File: src/shared/srst_pkg.sv
// Functional notes
// - Four active-low resets from the slow clock.
// - Processor reset also resets the watchdog.
// - Pin sampled on slow clock; low requests user reset.
// - User reset disabled ignores low pin.
// - Status shows present pin level.
// - Sticky pin-fall bit, cleared by status read.
// - Interrupt may replace user reset.
// - Pin pulse lasts two to the power length-plus-one cycles.
// - Length zero gives two-cycle pulse.
// - Mode register cleared only by backup reset.
// - Boot pin sampled three cycles after core rise.
// - Cause updated when processor reset releases.
// - General reset: startup count, three cycles, release.
// - Pin rises two cycles after backup release.
// - Backup supply low asserts every reset immediately.
// - Backup detector drives backup reset; released with processor reset.
// - Core supply off holds resets; three-cycle restart.
// - Wake-up pin pulse uses retained length.
// - Core supply fall asserts resets at once.
// - Enabled low pin asserts processor, peripheral resets.
// - User reset ends after resync and three cycles.
// - User cause loaded; external low holds resets.
// - Cause codes: general, wake, watchdog, software, user.
// - Interrupt from sticky bit; status read clears.
`default_nettype none
package srst_pkg;

  localparam int unsigned ADDR_W = 8;
  localparam int unsigned DATA_W = 32;
  localparam int unsigned LEN_W  = 4;

  // ----------------------------------------------------------------
  // Register map and fields.
  // ----------------------------------------------------------------
  localparam logic [ADDR_W-1:0] STATUS_OFS = 8'h04;
  localparam logic [ADDR_W-1:0] MODE_OFS   = 8'h08;

  localparam int unsigned SR_SEEN_BIT  = 0;
  localparam int unsigned SR_CAUSE_LSB = 8;
  localparam int unsigned SR_LEVEL_BIT = 16;
  localparam int unsigned MR_UEN_BIT   = 0;
  localparam int unsigned MR_IEN_BIT   = 4;
  localparam int unsigned MR_LEN_LSB   = 8;

  // ----------------------------------------------------------------
  // Reset cause codes.
  // ----------------------------------------------------------------
  typedef logic [2:0] srst_cause_t;
  localparam srst_cause_t CAUSE_GENERAL  = 3'h0;
  localparam srst_cause_t CAUSE_WAKEUP   = 3'h1;
  localparam srst_cause_t CAUSE_WATCHDOG = 3'h2;
  localparam srst_cause_t CAUSE_SOFTWARE = 3'h3;
  localparam srst_cause_t CAUSE_USER     = 3'h4;

  // ----------------------------------------------------------------
  // Timing counts in slow clock cycles.
  // ----------------------------------------------------------------
  localparam logic [1:0]  PROC_START_CYC  = 2'h3;
  localparam logic [1:0]  BOOT_SAMPLE_CYC = 2'h3;
  localparam int unsigned STARTUP_CYC_DEF = 64;

  // ----------------------------------------------------------------
  // Retained mode settings.
  // ----------------------------------------------------------------
  typedef struct packed {
    logic             irq_en;
    logic             user_en;
    logic [LEN_W-1:0] len;
  } srst_mode_s;

  localparam srst_mode_s MODE_RESET = '0;

endpackage
`default_nettype wire

File: src/logic/srst_startup.sv
`timescale 1ns/1ns
`default_nettype none
module srst_startup #(
  parameter int unsigned CYCLES = srst_pkg::STARTUP_CYC_DEF
) (
  // Clock and reset.
  input  wire logic clk,
  input  wire logic rst,
  // Count control and result.
  input  wire logic enable,
  output logic      done
);
  import srst_pkg::*;

  localparam int unsigned CW = $clog2(CYCLES + 1);
  localparam logic [CW-1:0] LAST = CW'(CYCLES);

  logic [CW-1:0] cnt_q;
  logic [CW-1:0] cnt_d;

  // Counts slow clock cycles while the backup supply stays good.
  assign done  = (cnt_q == LAST);
  assign cnt_d = !enable ? '0 : (done ? cnt_q : cnt_q + CW'(1));

  always_ff @(posedge clk) begin
    if (rst) begin
      cnt_q <= '0;
    end else begin
      cnt_q <= cnt_d;
    end
  end

endmodule
`default_nettype wire

File: src/logic/srst_pin_mgr.sv
`timescale 1ns/1ns
`default_nettype none
module srst_pin_mgr (
  // Clock and reset.
  input  wire logic                 clk,
  input  wire logic                 rst,
  // Requests from the sequencer.
  input  wire logic                 ext_req,
  input  wire logic                 force_low,
  input  wire srst_pkg::srst_mode_s mode,
  // Reset pin.
  input  wire logic                 pin_in,
  output logic                      pin_out,
  output logic                      pin_oe,
  // Sampled pin state.
  output logic                      pin_level,
  output logic                      pin_fall,
  output logic                      self_drive,
  output logic                      pin_busy
);
  import srst_pkg::*;

  localparam int unsigned CNT_W = (1 << LEN_W) + 1;

  logic             meta_q;
  logic             sync_q;
  logic             prev_q;
  logic [1:0]       hist_q;
  logic [CNT_W-1:0] cnt_q;
  logic [CNT_W-1:0] cnt_d;
  logic [LEN_W:0]   shift;
  logic [CNT_W-1:0] pulse_cyc;

  // ----------------------------------------------------------------
  // Pulse length and drive.
  // ----------------------------------------------------------------
  assign shift      = {1'b0, mode.len} + (LEN_W+1)'(1);
  assign pulse_cyc  = CNT_W'(1) << shift;
  assign cnt_d      = ext_req ? pulse_cyc : ((cnt_q != '0) ? cnt_q - CNT_W'(1) : '0);
  assign self_drive = ext_req | (cnt_q != '0);
  assign pin_busy   = self_drive | (|hist_q);
  assign pin_out    = 1'b0;
  assign pin_oe     = self_drive | force_low;
  assign pin_level  = sync_q;
  assign pin_fall   = prev_q & ~sync_q;

  always_ff @(posedge clk) begin
    if (rst) begin
      meta_q <= 1'b1;
      sync_q <= 1'b1;
      prev_q <= 1'b1;
      hist_q <= '0;
      cnt_q  <= '0;
    end else begin
      meta_q <= pin_in;
      sync_q <= meta_q;
      prev_q <= sync_q;
      hist_q <= {hist_q[0], self_drive};
      cnt_q  <= cnt_d;
    end
  end
endmodule
`default_nettype wire

File: src/logic/srst_ctrl.sv
`timescale 1ns/1ns
`default_nettype none
module srst_ctrl #(
  parameter int unsigned STARTUP_CYC = srst_pkg::STARTUP_CYC_DEF
) (
  // Clock and reset.
  input  wire logic                         clk,
  input  wire logic                         rst,
  // Supply detectors, high while the supply is good.
  input  wire logic                         backup_por_n,
  input  wire logic                         core_por_n,
  // Reset pin and boot select pin.
  input  wire logic                         nrst_in,
  output logic                              nrst_out,
  output logic                              nrst_oe,
  input  wire logic                         boot_select_pin,
  // Reset outputs.
  output logic                              proc_rst_n,
  output logic                              wdt_rst_n,
  output logic                              backup_rst_n,
  output logic                              periph_rst_n,
  // Register port.
  input  wire logic [srst_pkg::ADDR_W-1:0]  reg_addr,
  input  wire logic [srst_pkg::DATA_W-1:0]  reg_wdata,
  input  wire logic                         reg_wr,
  input  wire logic                         reg_rd,
  output logic      [srst_pkg::DATA_W-1:0]  reg_rdata,
  // Status.
  output logic                              user_reset_irq,
  output logic                              boot_mode
);
  import srst_pkg::*;

  typedef enum logic [2:0] {
    ST_BACKUP,
    ST_CORE_OFF,
    ST_START,
    ST_RUN,
    ST_USER
  } srst_state_e;

  localparam logic [1:0] START_LAST = PROC_START_CYC - 2'h1;

  function automatic logic hit(input logic [ADDR_W-1:0] addr,
                               input logic [ADDR_W-1:0] ofs);
    hit = (addr == ofs);
  endfunction

  // ----------------------------------------------------------------
  // Input synchronisers.
  // ----------------------------------------------------------------
  logic [2:0] meta_q;
  logic [2:0] sync_q;
  logic       bk_ok_s;
  logic       core_ok_s;
  logic       boot_s;

  always_ff @(posedge clk) begin
    if (rst) begin
      meta_q <= '0;
      sync_q <= '0;
    end else begin
      meta_q <= {boot_select_pin, core_por_n, backup_por_n};
      sync_q <= meta_q;
    end
  end

  assign bk_ok_s   = sync_q[0];
  assign core_ok_s = sync_q[1];
  assign boot_s    = sync_q[2];

  // ----------------------------------------------------------------
  // Sequencer state.
  // ----------------------------------------------------------------
  srst_state_e st_q;
  srst_state_e st_d;
  logic [1:0]  cnt_q;
  logic [1:0]  cnt_d;
  srst_cause_t pend_q;
  srst_cause_t pend_d;
  srst_cause_t cause_q;
  srst_cause_t cause_d;
  logic        proc_n_q;
  logic        proc_d;
  logic        bk_n_q;
  logic        bk_d;
  logic        req_q;
  logic        req_d;
  logic        startup_done;
  logic        pin_level;
  logic        pin_fall;
  logic        self_drive;
  logic        pin_busy;
  logic        user_hit;
  srst_mode_s  mode_q;
  srst_mode_s  mode_d;

  srst_startup #(
    .CYCLES (STARTUP_CYC)
  ) u_startup (
    .clk    (clk),
    .rst    (rst),
    .enable (bk_ok_s && st_q == ST_BACKUP),
    .done   (startup_done)
  );

  srst_pin_mgr u_pin (
    .clk        (clk),
    .rst        (rst),
    .ext_req    (req_q),
    .force_low  (~backup_por_n | ~core_por_n),
    .mode       (mode_q),
    .pin_in     (nrst_in),
    .pin_out    (nrst_out),
    .pin_oe     (nrst_oe),
    .pin_level  (pin_level),
    .pin_fall   (pin_fall),
    .self_drive (self_drive),
    .pin_busy   (pin_busy)
  );

  // A low pin only counts when it is not our own pulse echoing back.
  assign user_hit = !pin_level && mode_q.user_en && !pin_busy;

  always_comb begin
    st_d   = st_q;
    cnt_d  = cnt_q;
    pend_d = pend_q;
    proc_d = proc_n_q;
    bk_d   = bk_n_q;
    req_d  = 1'b0;
    if (!bk_ok_s) begin
      st_d   = ST_BACKUP;
      proc_d = 1'b0;
      bk_d   = 1'b0;
      req_d  = 1'b1;
      cnt_d  = '0;
    end else if (!core_ok_s && st_q != ST_BACKUP) begin
      st_d   = ST_CORE_OFF;
      proc_d = 1'b0;
      req_d  = 1'b1;
      cnt_d  = '0;
    end else begin
      case (st_q)
        ST_BACKUP: begin
          req_d = 1'b1;
          if (startup_done) begin
            st_d   = ST_START;
            pend_d = CAUSE_GENERAL;
          end
        end
        ST_CORE_OFF: begin
          req_d  = 1'b1;
          st_d   = ST_START;
          pend_d = CAUSE_WAKEUP;
        end
        ST_START: begin
          req_d = 1'b1;
          if (cnt_q == START_LAST) begin
            st_d   = ST_RUN;
            proc_d = 1'b1;
            bk_d   = 1'b1;
            req_d  = 1'b0;
            cnt_d  = '0;
          end else begin
            cnt_d = cnt_q + 2'h1;
          end
        end
        ST_RUN: begin
          if (user_hit) begin
            st_d   = ST_USER;
            proc_d = 1'b0;
            req_d  = 1'b1;
            pend_d = CAUSE_USER;
          end
        end
        ST_USER: begin
          if (pin_level && !pin_busy) begin
            st_d = ST_START;
          end
        end
        default: begin
          st_d = ST_BACKUP;
        end
      endcase
    end
  end

  // The cause is taken only on the edge that releases the processor.
  assign cause_d = (proc_d && !proc_n_q) ? pend_q : cause_q;

  always_ff @(posedge clk) begin
    if (rst) begin
      st_q     <= ST_BACKUP;
      cnt_q    <= '0;
      pend_q   <= CAUSE_GENERAL;
      cause_q  <= CAUSE_GENERAL;
      proc_n_q <= 1'b0;
      bk_n_q   <= 1'b0;
      req_q    <= 1'b1;
    end else begin
      st_q     <= st_d;
      cnt_q    <= cnt_d;
      pend_q   <= pend_d;
      cause_q  <= cause_d;
      proc_n_q <= proc_d;
      bk_n_q   <= bk_d;
      req_q    <= req_d;
    end
  end

  // ----------------------------------------------------------------
  // Reset outputs.
  // ----------------------------------------------------------------
  assign proc_rst_n   = proc_n_q & backup_por_n & core_por_n;
  assign periph_rst_n = proc_n_q & backup_por_n & core_por_n;
  assign wdt_rst_n    = proc_rst_n;
  assign backup_rst_n = bk_n_q & backup_por_n;

  // ----------------------------------------------------------------
  // Boot select sampling.
  // ----------------------------------------------------------------
  logic       core_prev_q;
  logic [1:0] boot_cnt_q;
  logic [1:0] boot_cnt_d;
  logic       boot_q;
  logic       boot_take;

  assign boot_take  = (boot_cnt_q == BOOT_SAMPLE_CYC);
  assign boot_cnt_d = (core_ok_s && !core_prev_q) ? 2'h1 :
                      (boot_take || boot_cnt_q == 2'h0) ? 2'h0 : boot_cnt_q + 2'h1;
  assign boot_mode  = boot_q;

  always_ff @(posedge clk) begin
    if (rst) begin
      core_prev_q <= 1'b0;
      boot_cnt_q  <= '0;
      boot_q      <= 1'b0;
    end else begin
      core_prev_q <= core_ok_s;
      boot_cnt_q  <= boot_cnt_d;
      boot_q      <= boot_take ? boot_s : boot_q;
    end
  end

  // ----------------------------------------------------------------
  // Registers.
  // ----------------------------------------------------------------
  logic              sr_read;
  logic              mode_wr;
  logic              seen_q;
  logic              seen_d;
  logic [DATA_W-1:0] status_word;
  logic [DATA_W-1:0] mode_word;
  logic [DATA_W-1:0] rd_mux;
  logic [DATA_W-1:0] rdata_q;

  assign sr_read = reg_rd && hit(reg_addr, STATUS_OFS);
  assign mode_wr = reg_wr && hit(reg_addr, MODE_OFS);
  assign seen_d  = pin_fall | (seen_q & ~sr_read);

  assign mode_d.irq_en  = reg_wdata[MR_IEN_BIT];
  assign mode_d.user_en = reg_wdata[MR_UEN_BIT];
  assign mode_d.len     = reg_wdata[MR_LEN_LSB +: LEN_W];

  assign status_word = (DATA_W'(seen_q) << SR_SEEN_BIT)
                     | (DATA_W'(cause_q) << SR_CAUSE_LSB)
                     | (DATA_W'(pin_level) << SR_LEVEL_BIT);
  assign mode_word   = (DATA_W'(mode_q.user_en) << MR_UEN_BIT)
                     | (DATA_W'(mode_q.irq_en) << MR_IEN_BIT)
                     | (DATA_W'(mode_q.len) << MR_LEN_LSB);
  assign rd_mux      = !reg_rd ? '0 :
                       hit(reg_addr, STATUS_OFS) ? status_word :
                       hit(reg_addr, MODE_OFS) ? mode_word : '0;
  assign reg_rdata   = rdata_q;

  assign user_reset_irq = seen_q & ~mode_q.user_en & mode_q.irq_en;

  // The mode register lives in the backup domain.
  always_ff @(posedge clk) begin
    if (rst || !bk_n_q) begin
      mode_q <= MODE_RESET;
    end else if (mode_wr) begin
      mode_q <= mode_d;
    end
  end

  always_ff @(posedge clk) begin
    if (rst) begin
      seen_q  <= 1'b0;
      rdata_q <= '0;
    end else begin
      seen_q  <= seen_d;
      rdata_q <= rd_mux;
    end
  end

  logic st_start;
  assign st_start = (st_q == ST_START);
endmodule
`default_nettype wire

File: config.mk
export PLATFORM = sky130hd
export DESIGN_NAME = srst_ctrl
export DESIGN_NICKNAME = d
export VERILOG_FILES = /design/src/shared/srst_pkg.sv /design/src/logic/srst_startup.sv /design/src/logic/srst_pin_mgr.sv /design/src/logic/srst_ctrl.sv
export SDC_FILE = /design/constraint.sdc
export NUM_CORES = 1
export LEC_CHECK = 0
export BUFFER_PORTS_ARGS = -buffer_cell sky130_fd_sc_hd__buf_2
export CORE_ASPECT_RATIO = 0.5
export CORE_MARGIN = 5
export CORE_UTILIZATION = 52
export DETAILED_ROUTE_END_ITERATION = 16
export PLACE_DENSITY = 0.82
export SLEW_MARGIN = 20
export SYNTH_ARGS = -nofsm -noshare
export SYNTH_HDL_FRONTEND = slang
export SYNTH_SLANG_ARGS = --single-unit
File: constraint.sdc
create_clock -name clk -period 2.1 [get_ports clk]
set_input_delay 0.105 -clock clk [delete_from_list [all_inputs] [get_ports clk]]
set_output_delay 0.105 -clock clk [all_outputs]
set_load 0.01 [all_outputs]
==> summary.txt <==
Fin Clk Skew - 0.00448 ns
Max Fclk - 499 MHz
Max-cap violation count - 0
Critical Path End Type - output port
Root buffer cell - clkbuf_16
Starting Density - 55.3%
Layout Nets - 451
Total internal power - 2.38 mW
Hold crit path type - input port to flop
Reg power frac - 41.9%
Slew margin rel. - 54.4%
Warnings from Yosys - 0
Fraction of registers with async set/reset - 0%
Routed WL per cell - 14.2 um
Die area - 7730 um^2
DRT Pass-1 Iters - 4
GRT Overall Usage - 18.0%
Pin count of the biggest net entering global routing - 34
Top-count cell post-synth - dfxtp_1
RSZ-0062 raised after global routing - no
Mapped Cells - 354
Ys flop type - dfxtp_1
Clock Latency Late Sink - 0.32 ns
Synth top cells by count - dfxtp_1, nor2_1, buf_4
Static leakage - 1.46 nW
Slew @ Worst Pin - 0.678 ns
Row count - 19
Share of layout cells above drive strength 1 - 20.6%
Post-synth top area share - 41.8%
I/O pin total - 88
Via density - 5.49
WL final - 6750 um
Residual DRC - 0
Non-Filler Instances - 475
Critical path data required time - 2.00 ns
Detailed Place HPWL - 4630 um
Min cycle time layout - 2.00 ns
Dpl cells - 454
Register area share after synthesis - 41.8%
CTS buffer count - 9
Slowest cell on the critical path - or4_4
Worst-path cell chain - or4_4 > nor2_4 > nand3_4 > nor2_4 > nand3_1 > buf_2
Switch Pwr - 625 uW
CTS tree - built
Synth area leader - dfxtp_1
Comb pwr share - 4.5%
CP arrival - 1.90 ns
First-pass GRT wire length - 11300 um
Routability cong. - 0.849
Initial antenna violation count - 0
Final setup vio count - 0
Crit path launch type - flop
Synthesized area - 3110 um^2
DP Worst Slack - 0.171 ns
Slew Limit Fails - 0
Buf/Inv on CP - 1
Die X - 119 um
Worst IR Drop VDD - 0.641 mV
Critical Path Most Common Cell - nor2_4
Worst path top cell family by delay - simple AND/OR/NAND/NOR gates
Port bufs - 35
CP max stage delay - 0.60 ns
Ant. Diodes - 0
Crit path max fanout - 5
CTS sink count - 65
Clk slew on worst S/H paths - 0.05 ns
Area Overhead vs Synth - 17.5%
CTS H-tree lvls - 3
Die Ht - 64.7 um
Final Worst Setup Slack - 0.0957 ns
Top cells by area, synth - dfxtp_1, buf_4, nor2_1
Hold Vio Cnt, Final - 0
Post-synth EDFFs - 0
PD cells - 821 nW/um^2
Part of the cycle the worst path needs - 95.4%
Fillers - 431
Seq cells post-synth - 65
Netlist cell types - 52
Iteration-0 DRC Markers - 143
Grt total ovfl - 0
Switching share of total power - 20.8%
Clock Tree Buf Depth - 2
Critical path class - flop to output port
Number of global-route vias before repair - 2514
Post-DRT Antenna Nets - 0
Status - completed
CORE AREA - 5630 um^2
Mean Syn Cell Area - 8.80 um^2
Setup Total Neg Slack - 0 ns
Via Count - 2610
Clock power share - 53.6%
[power groups by stage]
stage          Combinational, mW  Clock, mW  Sequential [mW]
6_report                   0.136       1.61             1.26
4_1_cts                    0.129       1.63             1.26
3_5_place_dp               0.125          0             1.29
3_3_place_gp               0.120          0             1.28
2_1_floorplan              0.121          0             1.28
5_1_grt                    0.153       1.70             1.26
[area by class of cell]
cell class	count	area, um^2	share of cell area, %
multi-input combinational	270	1660	45.3
timing repair buffer	45	255	6.98
tap	73	91.3	2.50
inverter	6	22.5	0.616
clock buffer	10	239	6.53
sequential	65	1300	35.6
clock inverter	6	90.1	2.46
[what timing repair did]
action	CTS	global route
buffers inserted	1	2
hold endpoints to repair	2	0
resized for setup	0	6
endpoints found under the setup margin	1	3
pin swaps	1	3
hold buffers	2	0
[state kept, by name, summed over array words and instances, names as in the netlist, 2 cells and up]
name / cells
boot_cnt_q: 2
cause_q: 2
u_pin.cnt_q: 17
pend_q: 2
mode_q: 6
meta_q: 3
u_pin.hist_q: 2
reg_rdata: 7
sync_q: 3
st_q: 3
cnt_q: 2
u_startup.cnt_q: 7
[worst paths after layout]
kind / to / start / slack, ns / cells after the start
setup / recovery: nrst_oe / u_pin.cnt_q[13] / 0.1 / 6
hold / removal: meta_q[1] / core_por_n / 0.03 / 2
setup reg to reg: pend_q[0] / u_startup.cnt_q[0] / 0.13 / 7
hold reg to reg: u_pin.pin_level / u_pin.meta_q / 0.42 / 1
[cell usage in the layout, fill, tap and decap left out, types with 8 or more instances in the layout]
master	instances
buf_4	8
nand2b_1	8
and3_1	8
nand3_1	13
nor3_1	9
buf_2	35
dfxtp_1	65
a21oi_1	17
nand2_1	26
conb_1	26
nor2_1	41
nor2b_1	18
xnor2_1	16
clkbuf_16	9
[layer usage]
layer | routed length (um) | global-route usage, % | vias to the layer above | part of all wire, %
met5 | 0 | 0 | - | 0
met4 | 108 | 6.99 | 0 | 1.6
met3 | 474 | 5.65 | 13 | 7.0
met2 | 3290 | 31.5 | 82 | 49
met1 | 2870 | 21.1 | 1250 | 43
li1 | - | - | 1265 | -
[logic make-up after synthesis]
kind of cell / share of synthesized area, %
simple gates: 30.2
flops: 41.8
compound gates: 9.60
buf+inv: 8.88
xor+xnor: 5.34
fa+ha+maj: 2.41
mux: 1.65
other cells: 0.120
[stage by stage]
stage	util, %	cell area, um^2	power (mW)	hold WS (ns)
final	64.9	3660	3.01	0.0258
after global routing	64.9	3660	3.11	0.0469
after CTS	64.2	3610	3.02	0.0301
after detailed placement	57.8	3260	1.41	0.290
after global placement	57.8	3260	1.40	0.291
after floorplan	-	3210	1.40	0.209
Note: power is estimated with default switching activity, not from simulation.
